==> src/sdf_pkg.sv <==
// shared constants for the sigma-delta decimation filter
package sdf_pkg;
    localparam int DATA_W = 40;
    localparam int OUT_W = 24;
    localparam int CODE_W = 11;
    localparam int DEC_W = 13;
    localparam int ADDR_W = 8;
    localparam logic [ADDR_W-1:0] ADDR_CTRL = 8'h00;
    localparam logic [ADDR_W-1:0] ADDR_DATA = 8'h04;
    localparam logic [ADDR_W-1:0] ADDR_STAT = 8'h08;
    localparam logic [23:0] CTRL_RESET = 24'h28B300;
    localparam logic [23:0] CTRL_MASK = 24'h7FF3F0;
    localparam int CODE_LSB = 12;
    localparam int OFFBIN_BIT = 9;
    localparam int BIPOLAR_BIT = 8;
    localparam int GAIN_LSB = 5;
    localparam int BURNOUT_BIT = 4;
    localparam int STAT_READY_BIT = 0;
    localparam int STAT_SETTLE_BIT = 1;
    localparam int MOD_DIV = 128;
    localparam int NOTCH_DIV = 512;
    localparam int DEC_PER_CODE = NOTCH_DIV / MOD_DIV;
    localparam logic [CODE_W-1:0] CODE_MIN = 11'h00A;
    localparam logic [CODE_W-1:0] CODE_MAX = 11'h7FF;
    localparam logic [1:0] SETTLE_CONV = 2'h3;
    localparam logic [2:0] FRONT_GAIN_MAX = 3'h3;
endpackage

==> src/sdf_top.sv <==
// sigma-delta decimation filter with gain, coding and apb control
//
// Summary of operation
// - modulator bit taken every 128 clocks
// - each modulator bit becomes a 40-bit word
// - notch equals clock over 512 times code
// - 11-bit notch code in control register
// - one new result per notch period
// - data valid three to four periods after change
// - gains 1..8 by multiple input sampling
// - gains 16..128 by digital shift
// - sample rate doubles per step, capped at eight
// - polarity bit only changes output coding
// - bit 4 drives burn-out source, reset clear
// - datapath headroom, saturate instead of wrap
// - gain held in control register
// - bipolar zero gives mid-scale code in offset binary, zero in twos complement
// - bipolar twos complement or offset binary
// - control register resets to 28B300
// - data ready low when new word available
//
// Added by the designer: the APB register port and the register addresses.
`timescale 1ns/100ps
module sdf_top (
    input wire logic pclk,
    input wire logic presetn,
    input wire logic psel,
    input wire logic penable,
    input wire logic pwrite,
    input wire logic [sdf_pkg::ADDR_W-1:0] paddr,
    input wire logic [31:0] pwdata,
    input wire logic [3:0] pstrb,
    output logic [31:0] prdata,
    output logic pready,
    output logic pslverr,
    input wire logic mod_bit_in,
    output logic mod_sample_strobe,
    output logic input_sample_strobe,
    output logic [1:0] gain_amplifier,
    output logic burnout_source_enable,
    output logic data_ready_n
);
    localparam int W = sdf_pkg::DATA_W;
    localparam int OW = sdf_pkg::OUT_W;
    localparam logic [6:0] MOD_LAST = 7'(sdf_pkg::MOD_DIV - 1);
    localparam logic signed [47:0] SAT_HI = 48'sh0000007FFFFF;
    localparam logic signed [47:0] SAT_LO = -48'sh000000800000;

    // register state
    logic [23:0] ctrl_r;
    logic [23:0] ctrl_nxt;
    logic [31:0] prdata_r;
    logic [31:0] prdata_nxt;
    logic pslverr_r;
    logic pslverr_nxt;
    // timing and datapath state
    logic sync1_r;
    logic sync2_r;
    logic sync1_nxt;
    logic sync2_nxt;
    logic [6:0] mod_cnt_r;
    logic [6:0] mod_cnt_nxt;
    logic [sdf_pkg::DEC_W-1:0] dec_cnt_r;
    logic [sdf_pkg::DEC_W-1:0] dec_cnt_nxt;
    logic [1:0] settle_r;
    logic [1:0] settle_nxt;
    logic tick_d1_r;
    logic tick_d1_nxt;
    logic tick_d2_r;
    logic tick_d2_nxt;
    logic vld_r;
    logic vld_nxt;
    logic [OW-1:0] dout_r;
    logic [OW-1:0] dout_nxt;
    logic rdy_n_r;
    logic rdy_n_nxt;

    logic setup;
    logic access;
    logic ctrl_wr;
    logic data_rd;
    logic mapped;
    logic mod_tick;
    logic dec_tick;
    logic resync;
    logic [sdf_pkg::CODE_W-1:0] code_raw;
    logic [sdf_pkg::CODE_W-1:0] code;
    logic [sdf_pkg::DEC_W-1:0] ratio;
    logic [2:0] gain_code;
    logic [1:0] front_gain;
    logic [2:0] digital_shift;
    logic [6:0] sample_mask;
    logic bipolar;
    logic offbin;
    logic [W-1:0] expanded;
    logic [W-1:0] integ0;
    logic [W-1:0] integ1;
    logic [W-1:0] integ2;
    logic [W-1:0] comb0;
    logic [W-1:0] comb1;
    logic [W-1:0] comb2;
    logic [3:0] bits_ratio;
    logic signed [7:0] net_shift;
    logic signed [47:0] wide;
    logic signed [47:0] scaled;
    logic signed [47:0] clamped;

    // control fields
    // notch code field
    assign code_raw = ctrl_r[sdf_pkg::CODE_LSB +: sdf_pkg::CODE_W];
    // out-of-range codes are pulled up so the decimator never stalls
    assign code = (code_raw < sdf_pkg::CODE_MIN) ? sdf_pkg::CODE_MIN : code_raw;
    assign ratio = sdf_pkg::DEC_W'({2'h0, code} * sdf_pkg::DEC_PER_CODE);
    assign gain_code = ctrl_r[sdf_pkg::GAIN_LSB +: 3];
    assign front_gain = (gain_code > sdf_pkg::FRONT_GAIN_MAX) ? 2'h3 : gain_code[1:0];
    assign digital_shift = (gain_code > sdf_pkg::FRONT_GAIN_MAX) ? gain_code - sdf_pkg::FRONT_GAIN_MAX : 3'h0;
    assign bipolar = ctrl_r[sdf_pkg::BIPOLAR_BIT];
    assign offbin = ctrl_r[sdf_pkg::OFFBIN_BIT];
    assign gain_amplifier = front_gain;
    assign burnout_source_enable = ctrl_r[sdf_pkg::BURNOUT_BIT];

    // apb decode, zero wait states
    assign setup = psel && !penable;
    assign access = psel && penable;
    assign mapped = (paddr == sdf_pkg::ADDR_CTRL) || (paddr == sdf_pkg::ADDR_DATA) || (paddr == sdf_pkg::ADDR_STAT);
    assign ctrl_wr = access && pwrite && (paddr == sdf_pkg::ADDR_CTRL);
    assign data_rd = access && !pwrite && (paddr == sdf_pkg::ADDR_DATA);
    assign pready = 1'b1;
    assign pslverr = pslverr_r;
    assign prdata = prdata_r;
    // any control write restarts the filter, as a setup change
    assign resync = ctrl_wr;

    always_comb begin
        ctrl_nxt = ctrl_r;
        if (ctrl_wr) begin
            for (int b = 0; b < 3; b++) begin
                if (pstrb[b]) begin
                    ctrl_nxt[8*b +: 8] = pwdata[8*b +: 8] & sdf_pkg::CTRL_MASK[8*b +: 8];
                end
            end
        end
    end

    // read data is captured in the setup phase so it is a flop in access
    always_comb begin
        prdata_nxt = prdata_r;
        pslverr_nxt = 1'b0;
        if (setup) begin
            pslverr_nxt = !mapped;
            unique case (paddr)
                sdf_pkg::ADDR_CTRL: prdata_nxt = {8'h00, ctrl_r};
                sdf_pkg::ADDR_DATA: prdata_nxt = {8'h00, dout_r};
                sdf_pkg::ADDR_STAT: begin
                    prdata_nxt = 32'h00000000;
                    prdata_nxt[sdf_pkg::STAT_READY_BIT] = !rdy_n_r;
                    prdata_nxt[sdf_pkg::STAT_SETTLE_BIT] = (settle_r != 2'h0);
                end
                default: prdata_nxt = 32'h00000000;
            endcase
        end
    end

    always_ff @(posedge pclk or negedge presetn) begin
        if (!presetn) begin
            ctrl_r <= sdf_pkg::CTRL_RESET;
            prdata_r <= 32'h00000000;
            pslverr_r <= 1'b0;
        end else begin
            ctrl_r <= ctrl_nxt;
            prdata_r <= prdata_nxt;
            pslverr_r <= pslverr_nxt;
        end
    end

    // modulator bit comes from the analog side: two flops first
    always_comb begin
        sync1_nxt = mod_bit_in;
        sync2_nxt = sync1_r;
    end

    always_ff @(posedge pclk or negedge presetn) begin
        if (!presetn) begin
            sync1_r <= 1'b0;
            sync2_r <= 1'b0;
        end else begin
            sync1_r <= sync1_nxt;
            sync2_r <= sync2_nxt;
        end
    end

    assign mod_tick = (mod_cnt_r == MOD_LAST);
    assign mod_sample_strobe = mod_tick;
    // input sampling 1, 2, 4 or 8 times per modulator cycle
    assign sample_mask = MOD_LAST >> front_gain;
    assign input_sample_strobe = ((mod_cnt_r & sample_mask) == sample_mask);
    assign dec_tick = mod_tick && (dec_cnt_r == ratio - 13'h0001);

    always_comb begin
        mod_cnt_nxt = mod_cnt_r + 7'h01;
        dec_cnt_nxt = dec_cnt_r;
        if (resync) begin
            dec_cnt_nxt = 13'h0000;
        end else if (mod_tick) begin
            dec_cnt_nxt = dec_tick ? 13'h0000 : dec_cnt_r + 13'h0001;
        end
    end

    always_ff @(posedge pclk or negedge presetn) begin
        if (!presetn) begin
            mod_cnt_r <= 7'h00;
            dec_cnt_r <= 13'h0000;
        end else begin
            mod_cnt_r <= mod_cnt_nxt;
            dec_cnt_r <= dec_cnt_nxt;
        end
    end

    // one bit becomes plus or minus one, 40 bits wide
    assign expanded = sync2_r ? 40'h0000000001 : 40'hFFFFFFFFFF;

    sdf_integrator #(.W(W)) u_int0 (
        .pclk(pclk), .presetn(presetn), .en(mod_tick), .clr(resync), .din(expanded), .dout(integ0)
    );
    sdf_integrator #(.W(W)) u_int1 (
        .pclk(pclk), .presetn(presetn), .en(mod_tick), .clr(resync), .din(integ0), .dout(integ1)
    );
    sdf_integrator #(.W(W)) u_int2 (
        .pclk(pclk), .presetn(presetn), .en(mod_tick), .clr(resync), .din(integ1), .dout(integ2)
    );
    // combs at output rate
    // combs step one cycle apart so each sees fresh input; a shared enable would add two periods of lag
    sdf_comb #(.W(W)) u_comb0 (
        .pclk(pclk), .presetn(presetn), .en(dec_tick), .clr(resync), .din(integ2), .dout(comb0)
    );
    sdf_comb #(.W(W)) u_comb1 (
        .pclk(pclk), .presetn(presetn), .en(tick_d1_r), .clr(resync), .din(comb0), .dout(comb1)
    );
    sdf_comb #(.W(W)) u_comb2 (
        .pclk(pclk), .presetn(presetn), .en(tick_d2_r), .clr(resync), .din(comb1), .dout(comb2)
    );

    // bit length of the ratio sets the full-scale exponent, once per stage, three stages
    always_comb begin
        bits_ratio = 4'h0;
        for (int i = 0; i < sdf_pkg::DEC_W; i++) begin
            if (ratio[i]) begin
                bits_ratio = 4'(i + 1);
            end
        end
    end

    // gain then normalise to 24 bits with rounding
    // power-of-two normalisation trades exact full scale for no divider
    always_comb begin
        net_shift = 8'sd23 - 8'(signed'({4'h0, bits_ratio}) * 3) + 8'(signed'({5'h0, digital_shift}));
        wide = 48'(signed'(comb2));
        scaled = wide;
        if (net_shift >= 0) begin
            scaled = wide <<< net_shift;
        end else begin
            scaled = (wide + (48'sh1 <<< (-net_shift - 1))) >>> (-net_shift);
        end
        // saturate rather than wrap past the headroom
        clamped = scaled;
        if (scaled > SAT_HI) begin
            clamped = SAT_HI;
        end else if (scaled < SAT_LO) begin
            clamped = SAT_LO;
        end
    end

    // polarity affects only this coding step
    always_comb begin
        dout_nxt = dout_r;
        if (vld_r && (settle_r == 2'h0)) begin
            if (bipolar) begin
                // zero maps to mid-scale in offset binary
                // offset binary flips the sign bit
                dout_nxt = offbin ? (clamped[OW-1:0] ^ 24'h800000) : clamped[OW-1:0];
            end else begin
                // unipolar straight binary, negatives floor at zero
                dout_nxt = clamped[OW-1] ? 24'h000000 : {clamped[OW-2:0], 1'b0};
            end
        end
    end

    // discard outputs until the combs refill
    always_comb begin
        tick_d1_nxt = dec_tick && !resync;
        tick_d2_nxt = tick_d1_r && !resync;
        vld_nxt = tick_d2_r && !resync;
        settle_nxt = settle_r;
        rdy_n_nxt = rdy_n_r;
        if (resync) begin
            settle_nxt = sdf_pkg::SETTLE_CONV;
            rdy_n_nxt = 1'b1;
        end else begin
            if (data_rd) begin
                rdy_n_nxt = 1'b1;
            end
            if (vld_r) begin
                if (settle_r != 2'h0) begin
                    settle_nxt = settle_r - 2'h1;
                end else begin
                    // new word wins over a read clear
                    rdy_n_nxt = 1'b0;
                end
            end
        end
    end

    always_ff @(posedge pclk or negedge presetn) begin
        if (!presetn) begin
            tick_d1_r <= 1'b0;
            tick_d2_r <= 1'b0;
            vld_r <= 1'b0;
            settle_r <= sdf_pkg::SETTLE_CONV;
            dout_r <= 24'h000000;
            rdy_n_r <= 1'b1;
        end else begin
            tick_d1_r <= tick_d1_nxt;
            tick_d2_r <= tick_d2_nxt;
            vld_r <= vld_nxt;
            settle_r <= settle_nxt;
            dout_r <= dout_nxt;
            rdy_n_r <= rdy_n_nxt;
        end
    end

    assign data_ready_n = rdy_n_r;
endmodule

==> src/sdf_integrator.sv <==
// one wrapping integrator stage of the sinc3 decimator
`timescale 1ns/100ps
module sdf_integrator #(
    parameter int W = 40
) (
    input wire logic pclk,
    input wire logic presetn,
    input wire logic en,
    input wire logic clr,
    input wire logic [W-1:0] din,
    output logic [W-1:0] dout
);
    logic [W-1:0] acc_r;
    logic [W-1:0] acc_nxt;

    // modular wrap is harmless: the combs cancel it
    always_comb begin
        acc_nxt = acc_r;
        if (clr) begin
            acc_nxt = '0;
        end else if (en) begin
            acc_nxt = acc_r + din;
        end
    end

    always_ff @(posedge pclk or negedge presetn) begin
        if (!presetn) begin
            acc_r <= '0;
        end else begin
            acc_r <= acc_nxt;
        end
    end

    assign dout = acc_r;
endmodule

==> src/sdf_comb.sv <==
// one differentiator stage of the sinc3 decimator, run at the output rate
`timescale 1ns/100ps
module sdf_comb #(
    parameter int W = 40
) (
    input wire logic pclk,
    input wire logic presetn,
    input wire logic en,
    input wire logic clr,
    input wire logic [W-1:0] din,
    output logic [W-1:0] dout
);
    logic [W-1:0] dly_r;
    logic [W-1:0] dly_nxt;
    logic [W-1:0] out_r;
    logic [W-1:0] out_nxt;

    always_comb begin
        dly_nxt = dly_r;
        out_nxt = out_r;
        if (clr) begin
            dly_nxt = '0;
            out_nxt = '0;
        end else if (en) begin
            dly_nxt = din;
            out_nxt = din - dly_r;
        end
    end

    always_ff @(posedge pclk or negedge presetn) begin
        if (!presetn) begin
            dly_r <= '0;
            out_r <= '0;
        end else begin
            dly_r <= dly_nxt;
            out_r <= out_nxt;
        end
    end

    assign dout = out_r;
endmodule

==> config.mk <==
export PLATFORM = sky130hd
export DESIGN_NAME = sdf_top
export DESIGN_NICKNAME = d
export VERILOG_FILES = /design/src/sdf_pkg.sv /design/src/sdf_top.sv /design/src/sdf_integrator.sv /design/src/sdf_comb.sv
export SDC_FILE = /design/constraint.sdc
export NUM_CORES = 2
export LEC_CHECK = 0
export BUFFER_PORTS_ARGS = -buffer_cell sky130_fd_sc_hd__clkbuf_2
export CORE_UTILIZATION = 30
export DETAILED_ROUTE_END_ITERATION = 7
export GPL_TIMING_DRIVEN = 0
export HOLD_SLACK_MARGIN = 0.05
export PLACE_DENSITY = 0.53
export SLEW_MARGIN = 0
export SYNTH_ARGS = -nofsm -noshare
export SYNTH_HDL_FRONTEND = slang
export SYNTH_SLANG_ARGS = --single-unit
==> constraint.sdc <==
create_clock -name pclk -period 12.8 [get_ports pclk]
set_input_delay 2.56 -clock pclk [delete_from_list [all_inputs] [get_ports pclk]]
set_output_delay 2.56 -clock pclk [all_outputs]
set_load 0.03 [all_outputs]
==> metrics.md <==
| Metric | Value |
|---|---|
| Status | finished clean |
| Logic pwr share | 0.338 |
| FF-to-FF setup slack | 0.49 ns |
| Critical path class | reg2reg |
| Fraction of layout cells with a size suffix above 1 | 0.0734 |
| Reg2reg end | dout_r[1]$_DFFE_PN0P_ |
| Lkg Pwr | 19.8 nW |
| Register area share after synthesis | 0.277 |
| Post-CTS Hold Fix Bufs | 0 |
| Total internal power | 2.99 mW |
| Die ar. | 139000 sq um |
| Detail Route Antenna Nets | 0 |
| Final Util | 0.340 |
| Initial Utilization | 0.303 |
| Synthesized area | 41100 sq um |
| Largest net degree at the start of global routing | 106 |
| Root buffer cell | clkbuf_16 |
| Worst r2r path cells | 51 |
| Largest cells by area after synthesis | dfrtp_1 27%, ha_1 9.0%, a21oi_1 6.4% |
| Period utilization | 0.962 |
| Final Skew | 0.0654 ns |
| Gr usage total | 0.227 |
| Worst min path class | reg2reg |
| Initial DRC count | 3271 |
| Worst-Skew Late Latency | 0.66 ns |
| Fmax | 81.2 MHz |
| Final #Nets | 5788 |
| Post-synth EDFFs | 0 |
| Worst-Margin Slew | 1.33 ns |
| Antenna diode count | 0 |
| DRT Wirelength | 161 mm |
| Number of synthesized register bits | 454 |
| Max-cap violations | 0 |
| CP peak stage delay | 0.59 ns |
| RSZ-0062 raised after global routing | false |
| Pins Over Slew Limit | 0 |
| Syn_area_per_cell | 7.79 sq um |
| IO Count | 90 |
| Crit path required time | 13.31 ns |
| HP Start | sync1_r$_DFF_PN0_ |
| Relative slew slack | 0.0996 |
| Routed len/inst | 22.1 microns |
| Die width | 372 microns |
| GRT overflow | 0 |
| Yosys warning count | 0 |
| P&R area growth vs syn | 12.2% |
| Yosys cell types | 101 |
| HPWL Detailed | 127 mm |
| Critical Path AT | 12.82 ns |
| Die Y-Extent | 372 microns |
| CTS Buf Count | 55 |
| Most common cell type on the critical path | nor2_1 |
| Critical Path Slowest Stage Cell | or4_4 |
| Synth async-reset ratio | 1.00 |
| TritonCTS clock tree | built |
| Startpoint class of the critical path | flop |
| Final GP Congestion | 0.983 |
| CTS max path bufs | 3 |
| Post-synth top flop | dfrtp_1 |
| Synth cell count leaders | 674 x nand2_1, 574 x nor2_1, 522 x a21oi_1 |
| Sequential power share | 0.313 |
| Synth area leader | dfrtp_1 |
| Most common cell in the netlist | nand2_1 |
| Minimum period implied by the final worst setup slack | 12.31 ns |
| Final Hold Viols | 0 |
| Hold Crit Depth | 0 |
| Clk pwr share | 0.349 |
| Mapped Cells | 5281 |
| Reg clk slew, reported paths | 0.06 ns |
| Clock Sinks | 454 |
| Global-route wire length before repair | 243 mm |
| Rows | 135 |
| Switching power total | 1.80 mW |
| Core Region | 136000 sq um |
| Post-route total power | 4.79 mW |
| Fill cell count | 14600 |
| CTS H-tree lvls | 2 |
| R2r startpoint | ctrl_r[19]$_DFFE_PN1P_ |
| Avg Vias per Cell | 5.57 |
| P per Cell Area | 104 nW/um^2 |
| Share of the synthesized area in the top cell type | 0.270 |
| Post-route DRC | 0 |
| Vias in the first global route | 38800 |
| CP endpoint kind | flop |
| Initial antenna violation count | 2 |
| Max VDD drop | 0.000102 V |
| Crit path max fanout | 10 |
| Setup Viol. Count Final | 0 |
| DR pass1 iterations | 5 |
| Setup TNS | 0 ns |
| Net Sw Frac | 0.376 |
| Hold path endpoint | sync2_r$_DFF_PN0_ |
| Number of I/O port buffers | 64 |
| Via count | 40400 |
[stage by stage]
stage	setup WS (ns)	cells	hold WS [ns]	instance area (sq um)
finish	0.491	7257	0.355	46100
global route	0.00453	7257	0.368	46100
CTS	0.0106	7257	0.361	46000
detailed placement	-2.06	7153	0.348	43900
global placement	-2.38	7148	0.339	43800
floorplan	2.32	5303	0.331	41200
[logic make-up (layout without fill, tap and decap cells)]
logic type / Yosys count / in the layout / share of synthesized area
AO/OA/AOI/OAI: 1571 / 1571 / 0.244
XOR/XNOR: 261 / 261 / 0.0558
AND/OR/NAND/NOR: 1945 / 1945 / 0.214
flip-flops: 454 / 454 / 0.277
buffers and inverters: 493 / 666 / 0.0474
adder cells (fa/ha/maj): 306 / 306 / 0.0947
other: 2 / 24 / 0.000183
multiplexers: 249 / 249 / 0.0668
[flip-flops by register name, summed over array words and instances, names as in the netlist, 2 cells and up]
| register | cells |
|---|---|
| mod_cnt_r | 7 |
| u_comb0.dout | 40 |
| u_comb1.dly_r | 40 |
| dout_r | 24 |
| u_comb0.dly_r | 40 |
| prdata | 24 |
| u_int2.dout | 40 |
| u_comb2.dly_r | 40 |
| u_comb1.dout | 40 |
| u_int1.dout | 40 |
| dec_cnt_r | 13 |
| u_comb2.dout | 40 |
| ctrl_r | 17 |
| u_int0.dout | 40 |
| settle_r | 2 |
[layer usage]
| metal | part of all wire | global-route usage | vias to the layer above |
|---|---|---|---|
| li1 | - | - | 19400 |
| met1 | 0.44 | 0.300 | 19600 |
| met2 | 0.47 | 0.380 | 1137 |
| met3 | 0.048 | 0.0227 | 320 |
| met4 | 0.042 | 0.0874 | 0 |
| met5 | 0 | 0 | - |
[cells in the final DEF (no fill, tap or decap), types with 59 or more instances in the layout]
cell      netlist  routed
a211oi_1       96      92
a21o_1         96      96
a21oi_1       522     518
clkbuf_1      204     192
clkbuf_2        0      72
dfrtp_1       444     444
ha_1          296     296
inv_1         200     199
mux2i_1       197     196
nand2_1       674     674
nand3_1       137     135
nor2_1        574     571
nor3_1        163     162
o21a_1         59      59
o21ai_0       310     306
or3_1          67      67
xnor2_1       176     175
xor2_1         84      83
[layout make-up]
| class | instances | area [sq um] | area share |
|---|---|---|---|
| clock buffer | 66 | 1500 | 0.0325 |
| clock inverter | 34 | 434 | 0.00941 |
| inverter | 203 | 762 | 0.0165 |
| timing repair buffer | 77 | 504 | 0.0109 |
| sequential | 454 | 11400 | 0.247 |
| tap | 1781 | 2230 | 0.0483 |
| multi-input combinational | 4356 | 28100 | 0.610 |
| buffer | 286 | 1210 | 0.0262 |
[critical path, delay by kind of cell, from the launching register on]
kind            cells  cell delay [ns]
compound gates     13             3.46
fa+ha+maj           5             1.57
buf+inv            11             2.79
flops               1             0.36
simple gates       22             4.03
[power groups by stage]
| stage | combinational, mW | sequential [mW] | clock [mW] |
|---|---|---|---|
| after floorplan | 1.02 | 1.51 | 0 |
| after global placement | 1.57 | 1.53 | 0 |
| after detailed placement | 1.56 | 1.53 | 0 |
| after CTS | 1.57 | 1.50 | 1.72 |
| after global routing | 1.73 | 1.50 | 1.77 |
| final | 1.62 | 1.50 | 1.67 |
[repair_timing]
action | 4_1_cts | 5_1_grt
endpoints found under the hold margin | 0 | 0
setup endpoints to repair | 24 | 24
setup buffers | 5 | 3
pin swaps | 3 | 2
gates resized for setup | 38 | 38
[how the worst max path moves through the flow]
stage	start	to	slack, ns	depth (start not counted)
3_5_place_dp	ctrl_r[19]$_DFFE_PN1P_	dout_r[22]$_DFFE_PN0P_	-2.06	47
6_report	ctrl_r[19]$_DFFE_PN1P_	dout_r[1]$_DFFE_PN0P_	0.49	51
4_1_cts	ctrl_r[19]$_DFFE_PN1P_	dout_r[22]$_DFFE_PN0P_	0.01	49
3_3_place_gp	ctrl_r[19]$_DFFE_PN1P_	dout_r[22]$_DFFE_PN0P_	-2.38	47
2_1_floorplan	ctrl_r[17]$_DFFE_PN0P_	dout_r[18]$_DFFE_PN0P_	2.32	48
5_1_grt	ctrl_r[19]$_DFFE_PN1P_	dout_r[22]$_DFFE_PN0P_	0.005	50
No activity file was read; power rests on OpenSTA's default activity.
